### config.mk
export PLATFORM = sky130hd
export DESIGN_NAME = uart_receiver
export DESIGN_NICKNAME = d
export VERILOG_FILES = /design/src/inc/uart_rx_pkg.sv /design/src/verilog/majority3.sv /design/src/verilog/rx_frame_buffer.sv /design/src/verilog/uart_receiver.sv
export VERILOG_INCLUDE_DIRS = /design/src /design/src/inc
export SDC_FILE = /design/constraint.sdc
export NUM_CORES = 1
export LEC_CHECK = 0
export ABC_AREA = 1
export BUFFER_PORTS_ARGS = -buffer_cell sky130_fd_sc_hd__clkbuf_2
export CAP_MARGIN = 20
export CORE_MARGIN = 4
export CORE_UTILIZATION = 45
export CTS_CLUSTER_SIZE = 16
export DETAILED_ROUTE_END_ITERATION = 16
export GPL_TIMING_DRIVEN = 0
export SKIP_CTS_REPAIR_TIMING = 1
export SLEW_MARGIN = 5
export SYNTH_ARGS = -nofsm -noshare
export SYNTH_HDL_FRONTEND = slang
export SYNTH_SLANG_ARGS = --single-unit
### constraint.sdc
create_clock -name clk_sys -period 4.8 [get_ports clk_sys]
set_clock_uncertainty 0.15 [all_clocks]
set_input_delay 0.48 -clock clk_sys [delete_from_list [all_inputs] [get_ports clk_sys]]
set_output_delay 0.48 -clock clk_sys [all_outputs]
set_load 0.01 [all_outputs]
### src/inc/uart_rx_map.svh
// constant map of the serial receiver: sample timing, frame entry layout, reset values
`ifndef UART_RX_MAP_SVH
`define UART_RX_MAP_SVH

// ----------------------------------------------------------------------------
// sampling
// ----------------------------------------------------------------------------
`define RX_SPB_NORMAL 5'h10
`define RX_SPB_DOUBLE 5'h08
`define RX_VOTE_NORMAL 5'h0A
`define RX_VOTE_DOUBLE 5'h06
`define RX_FIRST_SAMPLE 5'h01
`define RX_CNT_RST 5'h00
`define RX_IDLE_LINE 1'b1
`define RX_HIST_RST 2'h3

// ----------------------------------------------------------------------------
// character size: code 0 means five bits
// ----------------------------------------------------------------------------
`define RX_CHAR_MIN 4'h5
`define RX_CHAR_RST 4'h8
`define RX_IDX_RST 3'h0

// ----------------------------------------------------------------------------
// buffered frame entry: data, frame error, parity error, overrun
// ----------------------------------------------------------------------------
`define RX_DATA_W 8
`define RX_ENT_W 11
`define RX_ENT_FE 8
`define RX_ENT_PE 9
`define RX_ENT_DOR 10
`define RX_DATA_RST 8'h00

`endif

### src/inc/uart_rx_pkg.sv
// types shared by the serial receiver
package uart_rx_pkg;

   // ----------------------------------------------------------------------------
   // frame recovery states, one-hot
   // ----------------------------------------------------------------------------
   typedef enum logic [4:0]
   {
      RX_IDLE = 5'h01,
      RX_START = 5'h02,
      RX_DATA = 5'h04,
      RX_PARITY = 5'h08,
      RX_STOP = 5'h10
   } rx_state_t;

endpackage

### src/verilog/majority3.sv
// two-of-three majority voter for the centre samples of a bit
`timescale 1ns/1ps
module majority3
(
   input wire logic [2:0] samples, // three consecutive line samples
   output logic vote // level held by at least two samples
);

   assign vote = (samples[0] & samples[1]) | (samples[0] & samples[2]) |
      (samples[1] & samples[2]);

endmodule // majority3

### src/verilog/rx_frame_buffer.sv
// small receive fifo with valid/ready on both sides and a flush
`timescale 1ns/1ps
module rx_frame_buffer
#(
   parameter int WIDTH = 11,
   parameter int DEPTH = 2
)
(
   input wire logic clk_sys, // system clock
   input wire logic rst_b, // asynchronous reset, active low
   input wire logic flush, // empties the buffer, level
   input wire logic in_valid, // entry offered
   output logic in_ready, // room for an entry
   input wire logic [WIDTH-1:0] in_data, // entry to store
   output logic out_valid, // unread entry present
   input wire logic out_ready, // oldest entry consumed
   output logic [WIDTH-1:0] out_data // oldest entry
);

   localparam int PW = (DEPTH > 1) ? $clog2(DEPTH) : 1;
   localparam int CW = $clog2(DEPTH + 1);

   // ----------------------------------------------------------------------------
   // parameter check: pointers wrap by overflow
   // ----------------------------------------------------------------------------
   if (DEPTH < 2 || (DEPTH & (DEPTH - 1)) != 0)
   begin : g_bad_depth
      $error("rx_frame_buffer: DEPTH must be a power of two, at least 2");
   end

   logic [WIDTH-1:0] mem_reg [DEPTH];
   logic [PW-1:0] wr_ptr_reg;
   logic [PW-1:0] rd_ptr_reg;
   logic [CW-1:0] count_reg;
   logic [CW-1:0] count_next;
   wire push = in_valid & in_ready;
   wire pop = out_valid & out_ready;

   assign in_ready = (count_reg != CW'(DEPTH)) & ~flush;
   assign out_valid = (count_reg != '0) & ~flush;
   assign out_data = mem_reg[rd_ptr_reg];
   assign count_next = flush ? '0 : CW'(count_reg + CW'(push) - CW'(pop));

   // ----------------------------------------------------------------------------
   // storage and pointers
   // ----------------------------------------------------------------------------
   always_ff @(posedge clk_sys or negedge rst_b)
   begin
      if (!rst_b)
      begin
         for (int i = 0; i < DEPTH; i++)
         begin
            mem_reg[i] <= '0;
         end
      end
      else if (push)
      begin
         mem_reg[wr_ptr_reg] <= in_data;
      end
   end

   always_ff @(posedge clk_sys or negedge rst_b)
   begin
      if (!rst_b)
      begin
         wr_ptr_reg <= '0;
         rd_ptr_reg <= '0;
         count_reg <= '0;
      end
      else
      begin
         wr_ptr_reg <= flush ? '0 : PW'(wr_ptr_reg + PW'(push));
         rd_ptr_reg <= flush ? '0 : PW'(rd_ptr_reg + PW'(pop));
         count_reg <= count_next;
      end
   end

endmodule // rx_frame_buffer

### src/verilog/uart_receiver.sv
// asynchronous serial receiver: start detection, frame recovery, status buffer
//
// Function
// - complete flag high exactly while buffer unread
// - disabling receiver flushes buffer, flag reads zero
// - interrupt requested while flag, enable, global set
// - error flags buffered per frame, read advances
// - error flags not writable, never interrupt
// - frame error equals zero first stop bit
// - only first stop bit checked, stop count ignored
// - overrun on start with full buffer, waiting char
// - overrun cleared when frame enters buffer
// - parity error reads zero when checking disabled
// - high mode bit enables checker, low picks odd
// - parity result buffered, valid until data read
// - disable is immediate, aborts frame, frees pin
// - sixteen samples per bit, eight in double speed
// - falling edge starts detection, first low sample one
// - start vote on samples 8-10 or 4-6
// - majority high rejects start as noise
// - valid start resynchronises bit timing every frame
// - first stop bit moves frame into buffer
`timescale 1ns/1ps
`include "uart_rx_map.svh"
module uart_receiver
#(
   parameter int DIV_W = 12,
   parameter int BUF_DEPTH = 2
)
(
   input wire logic clk_sys, // system clock, 125 MHz
   input wire logic rst_b, // asynchronous reset, active low
   input wire logic receiver_enable, // receiver on
   input wire logic double_speed, // eight samples per bit
   input wire logic parity_mode_high, // parity checker on
   input wire logic parity_mode_low, // odd parity when set
   input wire logic [1:0] char_size, // data bits minus five
   input wire logic [DIV_W-1:0] baud_divisor, // system clocks per sample minus one
   input wire logic serial_receive_pin, // receive line
   input wire logic data_read, // data register read strobe
   input wire logic receive_complete_int_enable, // receive interrupt enable
   input wire logic global_int_enable, // global interrupt enable
   output logic pin_override, // receiver owns the pin
   output logic receive_complete_flag, // unread data present
   output logic frame_error_flag, // oldest frame had bad stop bit
   output logic overrun_flag, // frames lost before oldest frame
   output logic parity_error_flag, // oldest frame had parity error
   output logic [7:0] rx_data, // oldest received character
   output logic rx_complete_irq // receive complete request
);

   // ----------------------------------------------------------------------------
   // parameter check
   // ----------------------------------------------------------------------------
   if (DIV_W < 1 || BUF_DEPTH < 2)
   begin : g_bad_param
      $error("uart_receiver: DIV_W must be positive and BUF_DEPTH at least 2");
   end

   // ----------------------------------------------------------------------------
   // declarations
   // ----------------------------------------------------------------------------
   uart_rx_pkg::rx_state_t state_reg;
   uart_rx_pkg::rx_state_t state_next;
   logic [DIV_W-1:0] baud_cnt_reg;
   logic [4:0] cnt_reg;
   logic [4:0] cnt_next;
   logic [1:0] hist_reg;
   logic last_sample_reg;
   logic [2:0] bit_idx_reg;
   logic [3:0] nbits_reg;
   logic par_en_reg;
   logic par_odd_reg;
   logic par_err_reg;
   logic [7:0] shift_reg;
   logic pend_valid_reg;
   logic pend_valid_next;
   logic [7:0] pend_data_reg;
   logic pend_fe_reg;
   logic pend_pe_reg;
   logic ovr_reg;
   logic ovr_next;
   logic voted_bit;
   logic fifo_in_ready;
   logic fifo_out_valid;
   logic [`RX_ENT_W-1:0] fifo_out_data;
   logic [`RX_ENT_W-1:0] fifo_in_data;

   // ----------------------------------------------------------------------------
   // sample clock and line history
   // ----------------------------------------------------------------------------
   wire sample_tick = (baud_cnt_reg == '0);
   wire [4:0] samples_per_bit = double_speed ? `RX_SPB_DOUBLE : `RX_SPB_NORMAL;
   wire [4:0] vote_sample = double_speed ? `RX_VOTE_DOUBLE : `RX_VOTE_NORMAL;
   wire in_idle = (state_reg == uart_rx_pkg::RX_IDLE);
   wire fall_seen = in_idle & sample_tick & receiver_enable & last_sample_reg &
      ~serial_receive_pin;
   // cnt_reg numbers the previous sample, so this tick takes sample cnt_reg + 1
   wire at_vote = ~in_idle & sample_tick & (5'(cnt_reg + 5'h01) == vote_sample);
   wire bit_end = cnt_reg == samples_per_bit;

   // the vote sees the two samples before this one plus the current sample
   majority3 u_vote
   (
      .samples({hist_reg, serial_receive_pin}),
      .vote(voted_bit)
   );

   // ----------------------------------------------------------------------------
   // recovery events
   // ----------------------------------------------------------------------------
   wire in_start = (state_reg == uart_rx_pkg::RX_START);
   wire in_data = (state_reg == uart_rx_pkg::RX_DATA);
   wire in_parity = (state_reg == uart_rx_pkg::RX_PARITY);
   wire in_stop = (state_reg == uart_rx_pkg::RX_STOP);
   wire start_ok = in_start & at_vote & ~voted_bit;
   wire data_vote = in_data & at_vote;
   wire last_bit = ({1'b0, bit_idx_reg} == 4'(nbits_reg - 4'h1));
   wire par_vote = in_parity & at_vote;
   // only the first stop bit is sampled; a second one is idle line to us
   wire stop_vote = in_stop & at_vote & receiver_enable;
   wire [3:0] nbits_sel = 4'(`RX_CHAR_MIN + {2'b00, char_size});
   wire parity_bad = (^shift_reg) ^ voted_bit ^ par_odd_reg;

   // overrun: both entries full and the shift register's character still waiting
   wire ovr_set = start_ok & receiver_enable & pend_valid_reg & ~fifo_in_ready;
   wire pend_accept = pend_valid_reg & fifo_in_ready;

   // ----------------------------------------------------------------------------
   // state machine
   // ----------------------------------------------------------------------------
   always_comb
   begin
      state_next = state_reg;
      case (state_reg)
         uart_rx_pkg::RX_IDLE:
         begin
            if (fall_seen)
            begin
               state_next = uart_rx_pkg::RX_START;
            end
         end
         uart_rx_pkg::RX_START:
         begin
            if (at_vote)
            begin
               state_next = voted_bit ? uart_rx_pkg::RX_IDLE : uart_rx_pkg::RX_DATA;
            end
         end
         uart_rx_pkg::RX_DATA:
         begin
            if (at_vote && last_bit)
            begin
               state_next = par_en_reg ? uart_rx_pkg::RX_PARITY : uart_rx_pkg::RX_STOP;
            end
         end
         uart_rx_pkg::RX_PARITY:
         begin
            if (at_vote)
            begin
               state_next = uart_rx_pkg::RX_STOP;
            end
         end
         uart_rx_pkg::RX_STOP:
         begin
            if (at_vote)
            begin
               state_next = uart_rx_pkg::RX_IDLE;
            end
         end
         default:
         begin
            state_next = uart_rx_pkg::RX_IDLE;
         end
      endcase
      if (!receiver_enable)
      begin
         state_next = uart_rx_pkg::RX_IDLE;
      end
   end

   // sample counter restarts at the first low sample of every start bit
   assign cnt_next = fall_seen ? `RX_FIRST_SAMPLE :
      (in_idle || !sample_tick) ? cnt_reg :
      bit_end ? `RX_FIRST_SAMPLE : 5'(cnt_reg + 5'h01);

   always_ff @(posedge clk_sys or negedge rst_b)
   begin
      if (!rst_b)
      begin
         state_reg <= uart_rx_pkg::RX_IDLE;
         cnt_reg <= `RX_CNT_RST;
         baud_cnt_reg <= '0;
         hist_reg <= `RX_HIST_RST;
         last_sample_reg <= `RX_IDLE_LINE;
      end
      else
      begin
         state_reg <= state_next;
         cnt_reg <= cnt_next;
         baud_cnt_reg <= sample_tick ? baud_divisor : DIV_W'(baud_cnt_reg - 1'b1);
         if (sample_tick)
         begin
            hist_reg <= {hist_reg[0], serial_receive_pin};
            last_sample_reg <= serial_receive_pin;
         end
      end
   end

   // ----------------------------------------------------------------------------
   // frame assembly; format is latched at the falling edge of the start bit
   // ----------------------------------------------------------------------------
   always_ff @(posedge clk_sys or negedge rst_b)
   begin
      if (!rst_b)
      begin
         shift_reg <= `RX_DATA_RST;
         bit_idx_reg <= `RX_IDX_RST;
         nbits_reg <= `RX_CHAR_RST;
         par_en_reg <= 1'b0;
         par_odd_reg <= 1'b0;
         par_err_reg <= 1'b0;
      end
      else if (fall_seen)
      begin
         shift_reg <= `RX_DATA_RST;
         bit_idx_reg <= `RX_IDX_RST;
         nbits_reg <= nbits_sel;
         par_en_reg <= parity_mode_high;
         par_odd_reg <= parity_mode_low;
         par_err_reg <= 1'b0;
      end
      else if (data_vote)
      begin
         shift_reg[bit_idx_reg] <= voted_bit;
         bit_idx_reg <= 3'(bit_idx_reg + 3'h1);
      end
      else if (par_vote)
      begin
         par_err_reg <= parity_bad;
      end
   end

   // ----------------------------------------------------------------------------
   // completed frame waiting in the shift register stage
   // ----------------------------------------------------------------------------
   // a capture and the drop on overrun both outrank the hand-over to the buffer
   assign pend_valid_next = receiver_enable & (stop_vote |
      (pend_valid_reg & ~pend_accept & ~ovr_set));
   // the overrun mark is set at a start bit, cleared when a frame enters the buffer;
   // a set in the same cycle wins
   assign ovr_next = receiver_enable & (ovr_set | (ovr_reg & ~pend_accept));

   always_ff @(posedge clk_sys or negedge rst_b)
   begin
      if (!rst_b)
      begin
         pend_valid_reg <= 1'b0;
         pend_data_reg <= `RX_DATA_RST;
         pend_fe_reg <= 1'b0;
         pend_pe_reg <= 1'b0;
         ovr_reg <= 1'b0;
      end
      else
      begin
         pend_valid_reg <= pend_valid_next;
         ovr_reg <= ovr_next;
         if (stop_vote)
         begin
            pend_data_reg <= shift_reg;
            pend_fe_reg <= ~voted_bit;
            pend_pe_reg <= par_en_reg & par_err_reg;
         end
      end
   end

   // ----------------------------------------------------------------------------
   // receive buffer: each entry carries its character and its error bits
   // ----------------------------------------------------------------------------
   assign fifo_in_data = {ovr_reg, pend_pe_reg, pend_fe_reg, pend_data_reg};

   rx_frame_buffer
   #(
      .WIDTH(`RX_ENT_W),
      .DEPTH(BUF_DEPTH)
   )
   u_buffer
   (
      .clk_sys(clk_sys),
      .rst_b(rst_b),
      .flush(~receiver_enable),
      .in_valid(pend_valid_reg),
      .in_ready(fifo_in_ready),
      .in_data(fifo_in_data),
      .out_valid(fifo_out_valid),
      .out_ready(data_read),
      .out_data(fifo_out_data)
   );

   // ----------------------------------------------------------------------------
   // status toward the processor
   // ----------------------------------------------------------------------------
   // no write path reaches the error bits; they only come out of the buffer
   assign receive_complete_flag = fifo_out_valid;
   assign rx_data = fifo_out_data[`RX_DATA_W-1:0];
   assign frame_error_flag = fifo_out_valid & fifo_out_data[`RX_ENT_FE];
   assign overrun_flag = fifo_out_valid & fifo_out_data[`RX_ENT_DOR];
   assign parity_error_flag = fifo_out_valid & parity_mode_high &
      fifo_out_data[`RX_ENT_PE];
   // level request: it stays up until the buffer has been read empty
   assign rx_complete_irq = receive_complete_int_enable & global_int_enable &
      fifo_out_valid;
   assign pin_override = receiver_enable;

endmodule // uart_receiver

=== Word-level counts from Yosys, hierarchy flattened ===
Index checks and enable logic that the tools add are counted.

* Flip-flop bits (word level): 81
* Input bits: 24
* Output and inout port bits: 14
* Logic and storage cells: 145

* $add $sub $neg: 9
* $lt $le $gt $ge: 5
* Equality and inequality tests: 16
* Multiplexer cells: 34
* Bitwise operators: 48
* Reductions and logical operators: 12

{| class="wikitable"
|+ Operator list
! cell !! number
|-
| 5-bit 2-to-1 mux || 11
|-
| 11-bit 2-to-1 mux || 4
|-
| 1-bit AND || 34
|-
| 5-bit one-hot mux with 5 select lines || 1
|-
| 22-bit bitwise mux || 1
|-
| 8-bit 2-to-1 mux || 2
|-
| 12-bit zero test || 1
|-
| 12-bit 2-to-1 mux || 1
|-
| 12-bit by 1-bit subtractor with 12-bit output, second input constant || 1
|-
| 11-bit demux with 1-bit select || 1
|-
| 3-bit 2-to-1 mux || 3
|-
| 3-bit inequality test, second input constant || 3
|-
| 8-bit bitwise mux || 1
|-
| 8-bit XOR reduction || 1
|-
| 1-bit 2-to-1 mux || 6
|-
| 2-bit inequality test, second input constant || 3
|-
| 3-bit by 2-bit inequality test with 1-bit output, second input constant || 2
|-
| 1-bit NOT || 6
|-
| 2-bit nonzero test || 3
|-
| 5-bit by 1-bit adder with 5-bit output, second input constant || 1
|-
| 5-bit by 1-bit equality test with 1-bit output, second input constant || 1
|-
| 5-bit by 2-bit equality test with 1-bit output, second input constant || 1
|-
| 5-bit by 3-bit equality test with 1-bit output, second input constant || 1
|-
| 5-bit by 4-bit equality test with 1-bit output || 1
|-
| 25 further kinds || 34
|}

=== Logic depth before layout (Yosys ltp) ===
* Depth in word-level cells: 13
* Gate-level depth with buffers: 13
* Gate-level depth less buffers: 13

=== Cells and area by module ===
A second synthesis with hierarchy kept.

* Cell total of the unflattened synthesis: 566
* Area total of the unflattened synthesis: 4499.3 um^2

{| class="wikitable"
|+ Modules (own cells, without submodules)
! module !! instances !! cells an instance !! area an instance (um^2) !! sequential area each (um^2)
|-
| uart_receiver || 1 || 433 || 3239.4 || 1356.3
|-
| rx_frame_buffer || 1 || 129 || 1238.7 || 650.6
|-
| majority3 || 1 || 4 || 21.3 || 0.0
|}

=== Worst setup path after synthesis ===
No wires, ideal clock.

* Path type: input-to-output
* Start point: in receiver_enable
* End point: out parity_error_flag
* Arrival: 1.756 ns
* Required time: 4.170 ns
* Path slack: 2.414 ns
* Cell stages on the path: 5
* Buffers on the path: 1
* Path through: buf_4 clkinv_1 a21oi_2 inv_1 a2111oi_0

* Cells in the longest elaborated chain, start to end: 3

{| class="wikitable"
|+ RTL lines
! item !! line !! text
|-
| from (decl) || uart_receiver.sv:33 || <nowiki>input wire logic receiver_enable,</nowiki>
|-
| 1-bit AND || rx_frame_buffer.sv:40 || <nowiki>assign out_valid = (count_reg != '0) & ~flush;</nowiki>
|-
| named net receive_complete_flag || uart_receiver.sv:44 || <nowiki>output logic receive_complete_flag,</nowiki>
|-
| 1-bit AND (2 in a row) || uart_receiver.sv:308 || <nowiki>assign parity_error_flag = fifo_out_valid & parity_mode_high &</nowiki>
|-
| to (decl) || uart_receiver.sv:47 || <nowiki>output logic parity_error_flag,</nowiki>
|}

The timed path passes the listed nets, and every way through them passes these cells.

=== Worst setup path in the final report ===
* Start point: in receiver_enable
* End point: out parity_error_flag

* Cells in the longest elaborated chain, start to end: 3

{| class="wikitable"
|+ RTL lines
! item !! line
|-
| 1-bit AND || rx_frame_buffer.sv:40
|-
| 1-bit AND (2 in a row) || uart_receiver.sv:308
|}

Every way passes these cells.

==> impl_results.rst <==
.. list-table::
   :header-rows: 1

   * - Metric
     - Value
   * - Most frequent cells in the layout
     - 156 x nand2_1, 80 x inv_1, 76 x dfrtp_1
   * - Initial antenna violation count
     - 0
   * - # rows
     - 36
   * - Boundary pin count
     - 38
   * - Part of the power in registers
     - 52.8%
   * - Crit path kind
     - primary input to output port
   * - Clock group share of total power
     - 33.2%
   * - Ant. Diodes
     - 0
   * - CP Launch Type
     - primary input
   * - Longest Clk Path Bufs
     - 2
   * - Unique cell type count in the Yosys netlist
     - 41
   * - Slew Limit Fails
     - 0
   * - CTS H-tree lvls
     - 3
   * - Slew at the pin closest to its max-slew limit
     - 536 ps
   * - Number of DRC violations after detailed-routing iteration 0
     - 116
   * - Final setup vio count
     - 0
   * - Portion of total power attributed to combinational logic
     - 14.0%
   * - Floorplan die area
     - 0.0116 mm²
   * - Max-cap violation count
     - 0
   * - Pwr dens
     - 284 mW/mm²
   * - Total number of nets in the final design
     - 648
   * - Vias
     - 3630
   * - Remaining global-route overflow
     - 0
   * - Core area
     - 0.00973 mm²
   * - Post-place instance area
     - 0.00485 mm²
   * - Overall Global Routing Usage
     - 17.0%
   * - Arrival time worst endpoint
     - 1830 ps
   * - Cell types with the largest area share after synthesis
     - dfrtp_1 42%, nand2_1 13%, inv_1 6.7%
   * - TritonCTS clock tree
     - built
   * - Post-route ant nets
     - 0
   * - Die outline width
     - 108 µm
   * - Share of the cycle needed by the critical path after routing
     - 51.2%
   * - Max_slew headroom
     - 64.3%
   * - Part of the Yosys area used for sequential elements
     - 44.8%
   * - Clock transition at the registers of the reported paths
     - 90 ps
   * - Async set-reset flop share out of synthesis
     - 100%
   * - Effective utilization at floorplan
     - 46.0%
   * - Post-synthesis register bit count
     - 80
   * - Sinks on the clock net
     - 80
   * - Result of the run
     - completed
   * - PortBufs
     - 36
   * - Highest Clock Rate
     - 0.407 GHz
   * - Sort of element at the end of the critical path
     - output port
   * - Share of the synthesized area in the top cell type
     - 42.5%
   * - Final Hold Fails
     - 0
   * - Total iterations of the first detailed-routing run
     - 4
   * - WP data required
     - 4170 ps
   * - Top FF cell, synth
     - dfrtp_1
   * - Post-synthesis net count
     - 599
   * - Post-route DRC violation count
     - 0
   * - Post-route standard cell area excluding fillers
     - 0.00505 mm²
   * - Synthesized instance count
     - 564
   * - Maximum number of pins on one net before global-route repair
     - 63
   * - Number of buffers inserted during clock tree synthesis
     - 9
   * - Synth warnings
     - 0
   * - Vertical die dimension
     - 108 µm
   * - Fin util
     - 51.9%
   * - Filler-free cell count of the finished design
     - 751
   * - Switching power total
     - 0.000426 W
   * - Netlist Area Pre-Place
     - 0.00448 mm²
   * - First-pass GRT wire length
     - 15800 µm
   * - Flip-flop count of the largest register, all copies and words added
     - 22
   * - Shortest clock period the worst path allows after layout
     - 2460 ps
   * - Sw frac
     - 29.7%
   * - Total negative setup slack
     - 0 ps
   * - Number of placed instances with taps included
     - 734
   * - Wirelength per Cell
     - 12.1 µm
   * - Commonest non-fill, non-tap cell in the layout
     - nand2_1
   * - Fraction of layout cells with a size suffix above 1
     - 18.4%
   * - Placed wire-length estimate
     - 6760 µm
   * - Cell accounting for the most synthesized area
     - dfrtp_1
   * - Internal power consumption
     - 0.00101 W
   * - Maximum vdd drop
     - 0.147 mV
   * - Power consumption
     - 0.00143 W
   * - Final RePlAce weighted congestion
     - 0.872
   * - Relative area change from synthesis to final layout
     - 12.8%
   * - CTS root buf
     - clkbuf_8
   * - Maximum net fanout on the critical path
     - 10
   * - Static leakage power
     - 2.63 nW
   * - Number of enable flip-flop cells after synthesis
     - 0
   * - Clock latency at the later pin of the worst-skew pair
     - 350 ps
   * - Worst hold-check path type
     - primary input to flop
   * - Mean instance size in the synthesized netlist
     - 7.94 µm²
   * - Vias per std cell
     - 4.83
   * - RSZ-0062 raised after global routing
     - false
   * - Via count of the first global-routing pass
     - 3470
   * - Sum of routed wire length over all layers
     - 9080 µm
kinds of logic (layout without fill, tap and decap cells):
| logic type | count (synthesis) | count (layout) | synth area share, % |
|---|---|---|---|
| AO/OA/AOI/OAI | 76 | 76 | 9.67 |
| flip-flops | 80 | 80 | 44.8 |
| multiplexers | 11 | 11 | 2.77 |
| buffers and inverters | 102 | 156 | 9.22 |
| XOR/XNOR | 9 | 9 | 1.76 |
| adder cells (fa/ha/maj) | 11 | 11 | 3.07 |
| AND/OR/NAND/NOR | 275 | 275 | 28.7 |
cells in the mapped netlist, types with 3 or more instances:
master	number
a21oi_1	11
buf_2	3
buf_4	3
clkbuf_1	6
dfrtp_1	76
dfstp_2	4
ha_1	11
inv_1	80
inv_2	6
mux2_2	11
nand2_1	156
nand2_2	4
nand3_1	30
nand4_1	18
nor2_1	33
nor2_2	7
nor2_4	3
nor3_1	11
o21ai_0	38
o21ai_1	11
o21ai_2	8
or2_1	3
xor2_1	7
power groups by stage:
stage,registers [W],logic (W),clock network [W]
global placement,0.000770,0.000192,0
finish,0.000756,0.000201,0.000476
floorplan,0.000763,0.000145,0
CTS,0.000757,0.000202,0.000497
global route,0.000763,0.000232,0.000521
detailed placement,0.000770,0.000201,0
worst paths after layout:
| kind | start | endpoint | slack, ps | depth (start not counted) |
|---|---|---|---|---|
| max | receiver_enable | parity_error_flag | 2340 | 6 |
| min | char_size[0] | nbits_reg[0] | 160 | 2 |
| max reg2reg | u_buffer.count_reg[1] | u_buffer.mem_reg[8] | 2590 | 6 |
| min reg2reg | baud_cnt_reg[0] | baud_cnt_reg[0] | 320 | 1 |
| max in group asynchronous | rst_b | state_reg[0] | 3440 | 3 |
| min in group asynchronous | rst_b | baud_cnt_reg[4] | 430 | 2 |
layer usage:
metal	GRT usage, %	routed length (µm)	vias to the layer above
li1	-	-	1895
met1	22.9	4430	1675
met2	27.3	4210	49
met3	2.82	312	11
met4	6.76	134	0
met5	0	0	-
cell type report:
class	instances	area, µm²
tap	133	166
sequential	80	2010
clock inverter	6	50.0
inverter	87	327
clock buffer	10	138
multi-input combinational	382	2060
buffer	15	86.3
timing repair buffer	38	220
fill	1003	4680
worst max-delay path: stages:
cell,delay (ps)
buf_4,160
clkinv_1,270
a21oi_2,310
inv_1,90
a2111oi_0,310
clkbuf_2,210
metrics by stage:
step | setup WS, ps | hold slack [ps]
after floorplan | 2410 | 34.4
after global placement | 2240 | 311
after detailed placement | 2350 | 268
after CTS | 2340 | -131
after global routing | 2070 | 151
final | 2340 | 160
Note: power is estimated with default switching activity, not from simulation.
